`config.mk`:
```
export PLATFORM = sky130hd
export DESIGN_NAME = pecr_regs
export DESIGN_NICKNAME = d
export VERILOG_FILES = /design/src/rtl/pecr_pkg.sv /design/src/rtl/pecr_hdr_log.sv /design/src/rtl/pecr_regs.sv
export SDC_FILE = /design/constraint.sdc
export NUM_CORES = 1
export LEC_CHECK = 0
export BUFFER_PORTS_ARGS = -buffer_cell sky130_fd_sc_hd__buf_2
export CAP_MARGIN = 20
export CORE_ASPECT_RATIO = 0.7
export CORE_UTILIZATION = 49
export DETAILED_ROUTE_END_ITERATION = 10
export GPL_TIMING_DRIVEN = 0
export PLACE_DENSITY = 0.82
export SLEW_MARGIN = 40
export SYNTH_ARGS = -nofsm -noshare
export SYNTH_HDL_FRONTEND = slang
export SYNTH_SLANG_ARGS = --single-unit
```
`constraint.sdc`:
```
create_clock -name clk_sys -period 2.7 [get_ports clk_sys]
set_input_delay 0.135 -clock clk_sys [delete_from_list [all_inputs] [get_ports clk_sys]]
set_output_delay 0.135 -clock clk_sys [all_outputs]
set_load 0.05 [all_outputs]
```
`src/rtl/pecr_pkg.sv`:
```
// Purpose: Constants for the extended capability register bank
// Assumes: Plain register port, 32-bit words at byte offsets
// Notes: Functional notes listed below
//
// Functional notes
// - Log four header words of first error
// - Five-bit pointer names logged status bit
// - Serial header identifier reads 0x3
// - Both headers report version 0x1
// - Twelve-bit next pointer, zero ends chain
// - 64-bit identifier over two words, reset zero
// - Channel header identifier reads 0x2
// - Extra channel count defaults zero
// - Low-priority channel count defaults zero
// - Arbitration time base reads zero
// - Port table entry size defaults 4-bit
// - Channel arbitration fields read zero
// - Port channel control bits writable, inert
package pecr_pkg;
    // ==========================================================
    // Offsets
    localparam logic [11:0] OFS_HLOG_DW1 = 12'h11c;
    localparam logic [11:0] OFS_HLOG_DW2 = 12'h120;
    localparam logic [11:0] OFS_HLOG_DW3 = 12'h124;
    localparam logic [11:0] OFS_HLOG_DW4 = 12'h128;
    localparam logic [11:0] OFS_ERR_CTL = 12'h118;
    localparam logic [11:0] OFS_SER_HDR = 12'h180;
    localparam logic [11:0] OFS_SER_LOW = 12'h184;
    localparam logic [11:0] OFS_SER_HIGH = 12'h188;
    localparam logic [11:0] OFS_VC_HDR = 12'h200;
    localparam logic [11:0] OFS_VC_CAP_A = 12'h204;
    localparam logic [11:0] OFS_VC_CAP_B = 12'h208;
    localparam logic [11:0] OFS_VC_CTL = 12'h20c;
    // ==========================================================
    // Field positions
    localparam int CAP_ID_LSB = 0;
    localparam int CAP_VER_LSB = 16;
    localparam int NEXT_PTR_LSB = 20;
    localparam int EXTRA_CNT_LSB = 0;
    localparam int LOWPRI_CNT_LSB = 4;
    localparam int TIME_BASE_LSB = 8;
    localparam int ENTRY_SIZE_LSB = 10;
    localparam int CHAN_ARB_CAP_LSB = 0;
    localparam int CHAN_TBL_OFS_LSB = 24;
    localparam int LOAD_TBL_BIT = 0;
    localparam int ARB_SEL_LSB = 1;
    // ==========================================================
    // Fixed and reset values
    localparam logic [15:0] SER_CAP_ID = 16'h0003;
    localparam logic [15:0] VC_CAP_ID = 16'h0002;
    localparam logic [3:0] CAP_VERSION = 4'h1;
    localparam logic [11:0] NEXT_PTR_RST = 12'h000;
    localparam logic [2:0] EXTRA_CNT_RST = 3'h0;
    localparam logic [2:0] LOWPRI_CNT_RST = 3'h0;
    localparam logic [1:0] TIME_BASE_VAL = 2'h0;
    localparam logic [1:0] ENTRY_SIZE_RST = 2'h2;
    localparam logic [7:0] CHAN_ARB_CAP_VAL = 8'h00;
    localparam logic [7:0] CHAN_TBL_OFS_VAL = 8'h00;
    localparam logic [31:0] WORD_RST = 32'h0000_0000;
    localparam int HDR_WORDS = 4;
endpackage : pecr_pkg

```
`src/rtl/pecr_hdr_log.sv`:
```
// Purpose: Header log capture of first uncorrectable error
// Assumes: Capture strobe is a one-cycle pulse on clk_sys
// Notes: Software writes allowed; capture wins over write
`timescale 1ns/100ps
module pecr_hdr_log (
    // Clock and reset
    input wire logic clk_sys,
    input wire logic rst,
    // Error side
    input wire logic err_capture,
    input wire logic [127:0] err_header,
    input wire logic [4:0] err_status_bit,
    input wire logic [31:0] uncorrectable_error_status,
    // Software side
    input wire logic [1:0] sw_index,
    input wire logic sw_write,
    input wire logic [31:0] sw_data,
    input wire logic ptr_write,
    input wire logic [4:0] ptr_data,
    // Results
    output logic [127:0] header_log_word,
    output logic [4:0] first_error_pointer,
    output logic log_held
);
    typedef struct packed {
        logic [127:0] words;
        logic [4:0] ptr;
        logic held;
    } pecr_log_state_type;

    pecr_log_state_type state_reg;
    pecr_log_state_type state_next;
    logic ptr_live;

    // Entry stays locked while its status bit is still set
    assign ptr_live = uncorrectable_error_status[state_reg.ptr];

    always_comb begin
        state_next = state_reg;
        if (state_reg.held && !ptr_live) begin
            state_next.held = 1'b0;
        end
        if (sw_write) begin
            state_next.words[sw_index*32 +: 32] = sw_data;
        end
        if (ptr_write) begin
            state_next.ptr = ptr_data;
        end
        if (err_capture && !(state_reg.held && ptr_live)) begin
            state_next.words = err_header;
            state_next.ptr = err_status_bit;
            state_next.held = 1'b1;
        end
    end

    always_ff @(posedge clk_sys) begin
        if (rst) begin
            state_reg <= '0;
        end else begin
            state_reg <= state_next;
        end
    end

    assign header_log_word = state_reg.words;
    assign first_error_pointer = state_reg.ptr;
    assign log_held = state_reg.held;

    chk_log_first_capture: assert property (@(posedge clk_sys) disable iff (rst)
        (err_capture && !(log_held && ptr_live)) |=> header_log_word == $past(err_header))
        else $error("header not captured");
    chk_log_held_keeps: assert property (@(posedge clk_sys) disable iff (rst)
        (err_capture && log_held && ptr_live && !sw_write) |=>
        header_log_word == $past(header_log_word))
        else $error("second error overwrote log");
    chk_ptr_follows: assert property (@(posedge clk_sys) disable iff (rst)
        (err_capture && !(log_held && ptr_live)) |=> first_error_pointer == $past(err_status_bit))
        else $error("pointer not updated");
    cov_capture: cover property (@(posedge clk_sys) err_capture && !log_held);
    cov_blocked: cover property (@(posedge clk_sys) err_capture && log_held && ptr_live);
endmodule : pecr_hdr_log

```
`src/rtl/pecr_regs.sv`:
```
// Purpose: Extended capability register bank of one switch port
// Assumes: Single clock, plain register port, no stalls
// Notes: Read data valid one cycle after the read strobe
//
// The strobed register port was decided locally.
`timescale 1ns/100ps
module pecr_regs #(
    parameter int ADDR_W = 12
) (
    // Clock and reset
    input wire logic clk_sys,
    input wire logic rst,
    // Register port
    input wire logic [ADDR_W-1:0] reg_addr,
    input wire logic [31:0] reg_wdata,
    input wire logic reg_write,
    input wire logic reg_read,
    output logic [31:0] reg_rdata,
    // Error capture from the port logic
    input wire logic err_capture,
    input wire logic [127:0] err_header,
    input wire logic [4:0] err_status_bit,
    input wire logic [31:0] uncorrectable_error_status,
    // Settings seen by the port
    output logic [63:0] serial_number,
    output logic load_channel_table,
    output logic [2:0] channel_arbitration_select
);
    // Map offsets need the full 12 address bits
    if (ADDR_W < 12) begin : g_addr_w_check
        $error("ADDR_W too small for register map");
    end

    typedef struct packed {
        logic [31:0] rdata;
        logic [31:0] ser_low;
        logic [31:0] ser_high;
        logic [11:0] ser_next;
        logic [11:0] vc_next;
        logic [2:0] extra_cnt;
        logic [2:0] lowpri_cnt;
        logic [1:0] entry_size;
        logic load_tbl;
        logic [2:0] arb_sel;
    } pecr_state_type;

    pecr_state_type state_reg;
    pecr_state_type state_next;
    logic [127:0] hdr_words;
    logic [4:0] first_ptr;
    logic hdr_sw_write;
    logic [1:0] hdr_index;
    logic ptr_write;

    // ==========================================================
    // Address decode
    function automatic logic hit(input logic [ADDR_W-1:0] a, input logic [11:0] ofs);
        hit = (a == ADDR_W'(ofs));
    endfunction : hit

    function automatic logic [31:0] cap_header(input logic [15:0] id, input logic [11:0] nxt);
        cap_header = '0;
        cap_header[pecr_pkg::CAP_VER_LSB +: 4] = pecr_pkg::CAP_VERSION;
        cap_header[pecr_pkg::CAP_ID_LSB +: 16] = id;
        cap_header[pecr_pkg::NEXT_PTR_LSB +: 12] = nxt;
    endfunction : cap_header

    logic hit_hlog;
    assign hit_hlog = hit(reg_addr, pecr_pkg::OFS_HLOG_DW1) || hit(reg_addr, pecr_pkg::OFS_HLOG_DW2)
        || hit(reg_addr, pecr_pkg::OFS_HLOG_DW3) || hit(reg_addr, pecr_pkg::OFS_HLOG_DW4);
    assign hdr_sw_write = reg_write && hit_hlog;
    // Index only meaningful on a log hit
    assign hdr_index = 2'((reg_addr[11:0] - pecr_pkg::OFS_HLOG_DW1) >> 2);
    assign ptr_write = reg_write && hit(reg_addr, pecr_pkg::OFS_ERR_CTL);

    // ==========================================================
    // Header log
    pecr_hdr_log i_pecr_hdr_log (
        .clk_sys(clk_sys),
        .rst(rst),
        .err_capture(err_capture),
        .err_header(err_header),
        .err_status_bit(err_status_bit),
        .uncorrectable_error_status(uncorrectable_error_status),
        .sw_index(hdr_index),
        .sw_write(hdr_sw_write),
        .sw_data(reg_wdata),
        .ptr_write(ptr_write),
        .ptr_data(reg_wdata[4:0]),
        .header_log_word(hdr_words),
        .first_error_pointer(first_ptr),
        .log_held()
    );

    // ==========================================================
    // Register update and read mux
    always_comb begin
        state_next = state_reg;
        // Read data idles at zero so stale words never linger
        state_next.rdata = '0;
        if (reg_write) begin
            if (hit(reg_addr, pecr_pkg::OFS_SER_LOW)) begin
                state_next.ser_low = reg_wdata;
            end
            if (hit(reg_addr, pecr_pkg::OFS_SER_HIGH)) begin
                state_next.ser_high = reg_wdata;
            end
            if (hit(reg_addr, pecr_pkg::OFS_SER_HDR)) begin
                state_next.ser_next = reg_wdata[pecr_pkg::NEXT_PTR_LSB +: 12];
            end
            if (hit(reg_addr, pecr_pkg::OFS_VC_HDR)) begin
                state_next.vc_next = reg_wdata[pecr_pkg::NEXT_PTR_LSB +: 12];
            end
            if (hit(reg_addr, pecr_pkg::OFS_VC_CAP_A)) begin
                state_next.extra_cnt = reg_wdata[pecr_pkg::EXTRA_CNT_LSB +: 3];
                state_next.lowpri_cnt = reg_wdata[pecr_pkg::LOWPRI_CNT_LSB +: 3];
                state_next.entry_size = reg_wdata[pecr_pkg::ENTRY_SIZE_LSB +: 2];
            end
            if (hit(reg_addr, pecr_pkg::OFS_VC_CTL)) begin
                state_next.load_tbl = reg_wdata[pecr_pkg::LOAD_TBL_BIT];
                state_next.arb_sel = reg_wdata[pecr_pkg::ARB_SEL_LSB +: 3];
            end
        end
        if (reg_read) begin
            unique case (1'b1)
                hit_hlog: begin
                    state_next.rdata = hdr_words[hdr_index*32 +: 32];
                end
                hit(reg_addr, pecr_pkg::OFS_ERR_CTL): begin
                    state_next.rdata = {27'h0, first_ptr};
                end
                hit(reg_addr, pecr_pkg::OFS_SER_HDR): begin
                    state_next.rdata = cap_header(pecr_pkg::SER_CAP_ID, state_reg.ser_next);
                end
                hit(reg_addr, pecr_pkg::OFS_SER_LOW): begin
                    state_next.rdata = state_reg.ser_low;
                end
                hit(reg_addr, pecr_pkg::OFS_SER_HIGH): begin
                    state_next.rdata = state_reg.ser_high;
                end
                hit(reg_addr, pecr_pkg::OFS_VC_HDR): begin
                    state_next.rdata = cap_header(pecr_pkg::VC_CAP_ID, state_reg.vc_next);
                end
                hit(reg_addr, pecr_pkg::OFS_VC_CAP_A): begin
                    state_next.rdata[pecr_pkg::EXTRA_CNT_LSB +: 3] = state_reg.extra_cnt;
                    state_next.rdata[pecr_pkg::LOWPRI_CNT_LSB +: 3] = state_reg.lowpri_cnt;
                    state_next.rdata[pecr_pkg::TIME_BASE_LSB +: 2] = pecr_pkg::TIME_BASE_VAL;
                    state_next.rdata[pecr_pkg::ENTRY_SIZE_LSB +: 2] = state_reg.entry_size;
                end
                hit(reg_addr, pecr_pkg::OFS_VC_CAP_B): begin
                    state_next.rdata[pecr_pkg::CHAN_ARB_CAP_LSB +: 8] = pecr_pkg::CHAN_ARB_CAP_VAL;
                    state_next.rdata[pecr_pkg::CHAN_TBL_OFS_LSB +: 8] = pecr_pkg::CHAN_TBL_OFS_VAL;
                end
                hit(reg_addr, pecr_pkg::OFS_VC_CTL): begin
                    state_next.rdata[pecr_pkg::LOAD_TBL_BIT] = state_reg.load_tbl;
                    state_next.rdata[pecr_pkg::ARB_SEL_LSB +: 3] = state_reg.arb_sel;
                end
                default: begin
                    state_next.rdata = '0;
                end
            endcase
        end
    end

    always_ff @(posedge clk_sys) begin
        if (rst) begin
            state_reg.rdata <= pecr_pkg::WORD_RST;
            state_reg.ser_low <= pecr_pkg::WORD_RST;
            state_reg.ser_high <= pecr_pkg::WORD_RST;
            state_reg.ser_next <= pecr_pkg::NEXT_PTR_RST;
            state_reg.vc_next <= pecr_pkg::NEXT_PTR_RST;
            state_reg.extra_cnt <= pecr_pkg::EXTRA_CNT_RST;
            state_reg.lowpri_cnt <= pecr_pkg::LOWPRI_CNT_RST;
            // Entry size is the only non-zero default
            state_reg.entry_size <= pecr_pkg::ENTRY_SIZE_RST;
            state_reg.load_tbl <= 1'b0;
            state_reg.arb_sel <= 3'h0;
        end else begin
            state_reg <= state_next;
        end
    end

    assign reg_rdata = state_reg.rdata;
    assign serial_number = {state_reg.ser_high, state_reg.ser_low};
    assign load_channel_table = state_reg.load_tbl;
    assign channel_arbitration_select = state_reg.arb_sel;

    // ==========================================================
    // Checks
    chk_ser_hdr_id: assert property (@(posedge clk_sys) disable iff (rst)
        (reg_read && hit(reg_addr, pecr_pkg::OFS_SER_HDR)) |=> reg_rdata[19:0] == 20'h10003)
        else $error("serial header id/version wrong");
    chk_vc_hdr_id: assert property (@(posedge clk_sys) disable iff (rst)
        (reg_read && hit(reg_addr, pecr_pkg::OFS_VC_HDR)) |=> reg_rdata[19:0] == 20'h10002)
        else $error("channel header id/version wrong");
    chk_hdr_version: assert property (@(posedge clk_sys) disable iff (rst)
        (reg_read && (hit(reg_addr, pecr_pkg::OFS_SER_HDR) || hit(reg_addr, pecr_pkg::OFS_VC_HDR)))
        |=> reg_rdata[19:16] == 4'h1)
        else $error("version not 1");
    chk_next_ptr: assert property (@(posedge clk_sys) disable iff (rst)
        (reg_write && hit(reg_addr, pecr_pkg::OFS_VC_HDR)) ##1
        (reg_read && hit(reg_addr, pecr_pkg::OFS_VC_HDR)) |=> reg_rdata[31:20] == $past(reg_wdata[31:20], 2))
        else $error("next pointer not kept");
    chk_serial_write: assert property (@(posedge clk_sys) disable iff (rst)
        (reg_write && hit(reg_addr, pecr_pkg::OFS_SER_HIGH)) |=> serial_number[63:32] == $past(reg_wdata))
        else $error("upper serial half not stored");
    chk_cap_b_zero: assert property (@(posedge clk_sys) disable iff (rst)
        (reg_read && hit(reg_addr, pecr_pkg::OFS_VC_CAP_B)) |=> reg_rdata == 32'h0000_0000)
        else $error("cap b not zero");
    chk_cap_a_rsvd: assert property (@(posedge clk_sys) disable iff (rst)
        (reg_read && hit(reg_addr, pecr_pkg::OFS_VC_CAP_A)) |=> reg_rdata[9:8] == 2'h0 && reg_rdata[31:12] == 20'h0)
        else $error("cap a fixed bits wrong");
    chk_entry_reset: assert property (@(posedge clk_sys)
        $fell(rst) |-> state_reg.entry_size == 2'h2 && state_reg.extra_cnt == 3'h0 && state_reg.lowpri_cnt == 3'h0)
        else $error("cap a reset wrong");
    chk_ctl_rsvd: assert property (@(posedge clk_sys) disable iff (rst)
        (reg_read && hit(reg_addr, pecr_pkg::OFS_VC_CTL)) |=> reg_rdata[31:4] == 28'h0)
        else $error("control reserved bits set");
    chk_ctl_store: assert property (@(posedge clk_sys) disable iff (rst)
        (reg_write && hit(reg_addr, pecr_pkg::OFS_VC_CTL)) |=> channel_arbitration_select == $past(reg_wdata[3:1]))
        else $error("arbitration select not stored");
    chk_rdata_idle: assert property (@(posedge clk_sys) disable iff (rst)
        !reg_read |=> reg_rdata == 32'h0000_0000)
        else $error("read data outside read cycle");

    // ==========================================================
    // Checks: reset values
    chk_rdata_reset: assert property (@(posedge clk_sys)
        rst
        |=> reg_rdata == 32'h0000_0000)
        else $error("read data not cleared by reset");
    chk_serial_reset: assert property (@(posedge clk_sys)
        $fell(rst)
        |-> serial_number == 64'h0)
        else $error("serial number not cleared by reset");
    chk_ctl_reset: assert property (@(posedge clk_sys)
        $fell(rst)
        |-> !load_channel_table && channel_arbitration_select == 3'h0)
        else $error("control bits not cleared by reset");
    chk_next_reset: assert property (@(posedge clk_sys)
        $fell(rst)
        |-> state_reg.ser_next == 12'h000 && state_reg.vc_next == 12'h000)
        else $error("next pointers not cleared by reset");

    // ==========================================================
    // Checks: serial number
    chk_serial_low: assert property (@(posedge clk_sys) disable iff (rst)
        (reg_write && hit(reg_addr, pecr_pkg::OFS_SER_LOW))
        |=> serial_number[31:0] == $past(reg_wdata))
        else $error("lower serial half not stored");
    chk_serial_read: assert property (@(posedge clk_sys) disable iff (rst)
        (reg_read && hit(reg_addr, pecr_pkg::OFS_SER_HIGH))
        |=> reg_rdata == serial_number[63:32])
        else $error("upper serial half read wrong");

    // ==========================================================
    // Checks: channel registers
    chk_cap_a_gaps: assert property (@(posedge clk_sys) disable iff (rst)
        (reg_read && hit(reg_addr, pecr_pkg::OFS_VC_CAP_A))
        |=> reg_rdata[3] == 1'b0 && reg_rdata[7] == 1'b0)
        else $error("cap a reserved bits set");
    chk_entry_store: assert property (@(posedge clk_sys) disable iff (rst)
        (reg_write && hit(reg_addr, pecr_pkg::OFS_VC_CAP_A))
        |=> state_reg.entry_size == $past(reg_wdata[11:10]))
        else $error("entry size not stored");
    chk_load_store: assert property (@(posedge clk_sys) disable iff (rst)
        (reg_write && hit(reg_addr, pecr_pkg::OFS_VC_CTL))
        |=> load_channel_table == $past(reg_wdata[0]))
        else $error("load bit not stored");
    chk_ctl_read: assert property (@(posedge clk_sys) disable iff (rst)
        (reg_read && hit(reg_addr, pecr_pkg::OFS_VC_CTL))
        |=> reg_rdata[3:0] == {channel_arbitration_select, load_channel_table})
        else $error("control read wrong");

    // ==========================================================
    // Checks: error log
    chk_err_ctl_rsvd: assert property (@(posedge clk_sys) disable iff (rst)
        (reg_read && hit(reg_addr, pecr_pkg::OFS_ERR_CTL))
        |=> reg_rdata[31:5] == 27'h0)
        else $error("pointer word reserved bits set");
    chk_log_dw4: assert property (@(posedge clk_sys) disable iff (rst)
        (reg_read && hit(reg_addr, pecr_pkg::OFS_HLOG_DW4))
        |=> reg_rdata == $past(hdr_words[127:96]))
        else $error("fourth log word read wrong");

    // ==========================================================
    // Coverage
    cov_ser_read: cover property (@(posedge clk_sys) reg_read && hit(reg_addr, pecr_pkg::OFS_SER_LOW));
    cov_ctl_write: cover property (@(posedge clk_sys) reg_write && hit(reg_addr, pecr_pkg::OFS_VC_CTL));
    cov_back2back: cover property (@(posedge clk_sys) reg_write ##1 reg_read);
endmodule : pecr_regs

```
==> results.yml <==
outcome:
  run_status: "finished, final reports clean"
timing:
  clock_skew_ns: 0.01211
  drv_slew: 0
  post-route-min-period_ns: 2.580
  timing.final.crit_share_pct: 95.57
  grt_setup_unrepaired: "false"
  finalHoldViolations: 0
  slew_headroom_pct: 40.43
  finalWorstSetupSlack_ns: 0.1196
  fin_worst_hold_slack_ns: 0.008342
  worst_pin_slew_ns: 0.8935
  max_clock_freq_mhz: 387.5
  finalSetupViolCount: 0
drt:
  final_routed_wirelength_across_all_metal_layers_mm: 59.75
  residual_drc: 0
  first_pass_iters: 8
  drtIter0Drc: 2173
  route.met3.wl_mm: 9.108
  routed-via-count: 15425
  dr.max_layer_used: "met4"
  met1Wirelength_mm: 23.06
  wire_per_inst_um: 24.27
  drt.antenna.violating_nets: 0
  met2_length_mm: 25.40
  average_vias_per_placed_instance: 6.265
global_routing:
  total_grt_usage_pct: 40.36
  vias_in_the_first_global_route: 14275
  grt_antenna_before_repair: 4
  grt_overflow_total: 0
  grt_pass1_wl_mm: 86.31
  grt_max_degree: 15
die:
  ios: 314
  placeable_area_um2: 26900
  floorplan.initialDensity_pct: 50.12
  rows: 50
  fp.dieArea_um2: 28190
  chipWidth_um: 200.3
  die_h_um: 140.8
setup_path:
  r2r_cells: 11
  r2r_start: "i_pecr_hdr_log.first_error_pointer[1]$_SDFFE_PP0P_"
  crit_arrival_ns: 3.02
  crit-reg2reg-capture: "i_pecr_hdr_log.header_log_word[113]$_SDFFE_PP0P_"
  startpoint_type: "flip-flop"
  cp-end-kind: "flip-flop"
  worst_ep_required_time_ns: 3.14
  critical_path.max_fanout: 10
  worst_reg2reg_setup_slack_ns: 0.12
  path_class: "flip-flop to flip-flop"
cts:
  tritoncts_clock_tree: "done"
  clk_transition_reported_paths_ns: 0.07
  cts_inserted_buffers: 27
  clock_tree.buffer_depth: 3
  insertion_delay_ns: 0.55
  htree_num_levels: 1
  cts-root-buf: "sky130_fd_sc_hd__clkbuf_16"
  tritoncts_num_sinks: 266
place:
  port_buffers: 295
  gp_congestion: 0.9988
  detailedPlace.worstSlack_ns: -1.126
  dp_hpwl_mm: 42.41
logic_synthesis:
  postSynthNetCount: 1830
  synth.yosys.seq_area_share_pct: 39.50
  ys_types: 54
  syn_area_um2: 13480
  syn-mean-instance-area_um2: 8.384
  synth_flop_cell: "sky130_fd_sc_hd__dfxtp_1"
  ys_async_sr_fraction_pct: 0
  synth_top_area_share_pct: 39.50
  ff_latch_count_synth: 266
  syn_inst: 1608
  yosysWarnings: 0
  synth-edff-count: 0
  library_cell_with_the_largest_summed_area_after_synthesis: "sky130_fd_sc_hd__dfxtp_1"
  synth_area_leaders: "sky130_fd_sc_hd__dfxtp_1, sky130_fd_sc_hd__a221oi_1, sky130_fd_sc_hd__nand2_1"
power:
  power.net_switching_w: 0.002758
  cellLeakagePower_nw: 7.155
  worst_ir_drop_vdd_v: 0.0004305
  pwr-share-comb_pct: 17.1
  power.sequential.fraction_pct: 43.7
  switching_share_pct: 28.31
  clock_power_share_pct: 39.1
  total_power_w: 0.009743
  power_density_nw_per_um2: 541.9
  internal_power_w: 0.006985
hold_path:
  worstHoldStart: "err_header[62]"
  worst_min_path_class: "input port to flip-flop"
  timing.hold.worst_endpoint: "i_pecr_hdr_log.header_log_word[62]$_SDFFE_PP0P_"
  hold_depth: 3
final_layout:
  fillCellCount: 2251
  finish.net_count: 2298
  postLayoutCoreUtil_pct: 66.84
  post_route_cells_drive_above_1_share_pct: 29.53
  number_of_flip_flops_under_the_largest_register_name: 128
  areaGrowthSynthToFinish_pct: 33.36
flow_run:
  cap_viol_max_count: 0
[timing repair]
action	4_1_cts	5_1_grt
endpoints found under the setup margin	133	156
buffers inserted	0	2
hold buffers	143	1
pin swaps	0	3
resized for setup	31	48
hold endpoints to repair	195	1
[worst max-delay path by stage]
stage | from | to | slack (ns) | depth (start not counted)
finish | i_pecr_hdr_log.first_error_pointer[1]$_SDFFE_PP0P_ | i_pecr_hdr_log.header_log_word[113]$_SDFFE_PP0P_ | 0.12 | 11
global route | reg_addr[2] | i_pecr_hdr_log.header_log_word[111]$_SDFFE_PP0P_ | 0.003 | 11
CTS | reg_addr[2] | i_pecr_hdr_log.header_log_word[94]$_SDFFE_PP0P_ | -0.01 | 13
detailed placement | reg_addr[2] | i_pecr_hdr_log.header_log_word[114]$_SDFFE_PP0P_ | -1.13 | 12
global placement | reg_addr[2] | i_pecr_hdr_log.header_log_word[99]$_SDFFE_PP0P_ | -1.04 | 12
floorplan | reg_addr[2] | i_pecr_hdr_log.header_log_word[122]$_SDFFE_PP0P_ | 0.12 | 11
[routing by layer]
layer	up-vias	GRT usage [%]
met1	7213	54.57
met2	1353	61.39
met3	222	12.94
met4	0	12.13
met5	-	0
li1	6637	-
[cell families (layout without fill, tap and decap cells)]
logic type               count (synthesis)  count (layout)  share of synthesized area, %
AO/OA/AOI/OAI                          463             463                         24.66
adder cells (fa/ha/maj)                  8               8                        0.7425
buffers and inverters                  276             764                         11.34
flip-flops                             266             266                         39.50
multiplexers                            54              54                         6.979
other                                    0               2                             0
AND/OR/NAND/NOR                        541             541                         16.78
[cell type report]
type	count	area (um^2)	area share [%]
multi-input combinational	1066	6780	37.71
timing repair buffer	441	2933	16.31
antenna	2	5.005	0.02784
clock buffer	33	738.2	4.106
tap	364	455.4	2.533
buffer	266	1570	8.734
sequential	266	5325	29.62
inverter	8	30.03	0.1670
clock inverter	16	142.6	0.7933
[cell usage in the layout, fill, tap and decap left out, drive strengths merged, types with 3 or more instances in the layout]
master,Yosys,layout
and3,3,3
inv,8,8
dfxtp,266,266
nor3,7,7
a222oi,3,3
mux2i,22,22
nand2b,3,3
a22oi,120,120
nor2,194,194
dlygate4sd3,0,144
nand4,4,4
a21oi,168,168
mux4,32,32
clkinvlp,0,5
a31oi,19,19
a22o,4,4
clkinv,0,9
a311oi,3,3
nand2,282,282
a221oi,136,136
buf,162,461
clkbuf,106,135
ha,8,8
o21ai,6,6
nor2b,6,6
and2,4,4
nand3,24,24
[synthesized netlist by cell type (2+ instances only)]
master / number
sky130_fd_sc_hd__nand2_1: 281
sky130_fd_sc_hd__dfxtp_1: 266
sky130_fd_sc_hd__nor2_1: 193
sky130_fd_sc_hd__a21oi_1: 168
sky130_fd_sc_hd__a221oi_1: 126
sky130_fd_sc_hd__a22oi_1: 110
sky130_fd_sc_hd__buf_4: 110
sky130_fd_sc_hd__clkbuf_1: 106
sky130_fd_sc_hd__buf_2: 46
sky130_fd_sc_hd__mux4_2: 32
sky130_fd_sc_hd__nand3_1: 23
sky130_fd_sc_hd__mux2i_1: 22
sky130_fd_sc_hd__a31oi_1: 19
sky130_fd_sc_hd__a221oi_2: 10
sky130_fd_sc_hd__a22oi_2: 10
sky130_fd_sc_hd__ha_1: 8
sky130_fd_sc_hd__inv_1: 7
sky130_fd_sc_hd__nor2b_1: 5
sky130_fd_sc_hd__a22o_1: 4
sky130_fd_sc_hd__nor3_1: 4
sky130_fd_sc_hd__o21ai_0: 4
sky130_fd_sc_hd__a222oi_1: 3
sky130_fd_sc_hd__a311oi_1: 3
sky130_fd_sc_hd__and2_1: 3
sky130_fd_sc_hd__and3_1: 3
sky130_fd_sc_hd__buf_1: 3
sky130_fd_sc_hd__buf_6: 3
sky130_fd_sc_hd__nand2b_1: 3
sky130_fd_sc_hd__and4b_1: 2
sky130_fd_sc_hd__nand3b_1: 2
sky130_fd_sc_hd__nand4_1: 2
sky130_fd_sc_hd__nand4_2: 2
sky130_fd_sc_hd__nor3_4: 2
sky130_fd_sc_hd__nor4b_1: 2
sky130_fd_sc_hd__or4b_1: 2
[power by group through the flow]
stage	Combinational, W	Clock (W)	Sequential (W)
after detailed placement	0.00136	0	0.00433
after CTS	0.00155	0.00376	0.00425
after floorplan	0.000827	0	0.00428
after global placement	0.00134	0	0.00432
after global routing	0.00173	0.00394	0.00427
final	0.00167	0.00381	0.00426
[critical path: stages, from the launching register on]
cell and delay, ns:
sky130_fd_sc_hd__dfxtp_1 0.31, sky130_fd_sc_hd__buf_4 0.20, sky130_fd_sc_hd__buf_12 0.18, sky130_fd_sc_hd__mux2i_4 0.26, sky130_fd_sc_hd__nand2_1 0.09, sky130_fd_sc_hd__nand3_1 0.08, sky130_fd_sc_hd__a41o_1 0.28, sky130_fd_sc_hd__buf_6 0.18
sky130_fd_sc_hd__nand2_2 0.12, sky130_fd_sc_hd__buf_4 0.22, sky130_fd_sc_hd__buf_2 0.23, sky130_fd_sc_hd__a221oi_2 0.32
[per-stage QoR]
stage | cell area (um^2) | setup TNS (ns) | instances
2_1_floorplan | 13490 | 0 | 1608
3_3_place_gp | 15420 | -112.73 | 2267
3_5_place_dp | 15420 | -114.67 | 2267
4_1_cts | 17820 | -0.01401 | 2459
5_1_grt | 17980 | 0 | 2462
6_report | 17980 | 0 | 2462
Power figures use the tool's default switching activity.
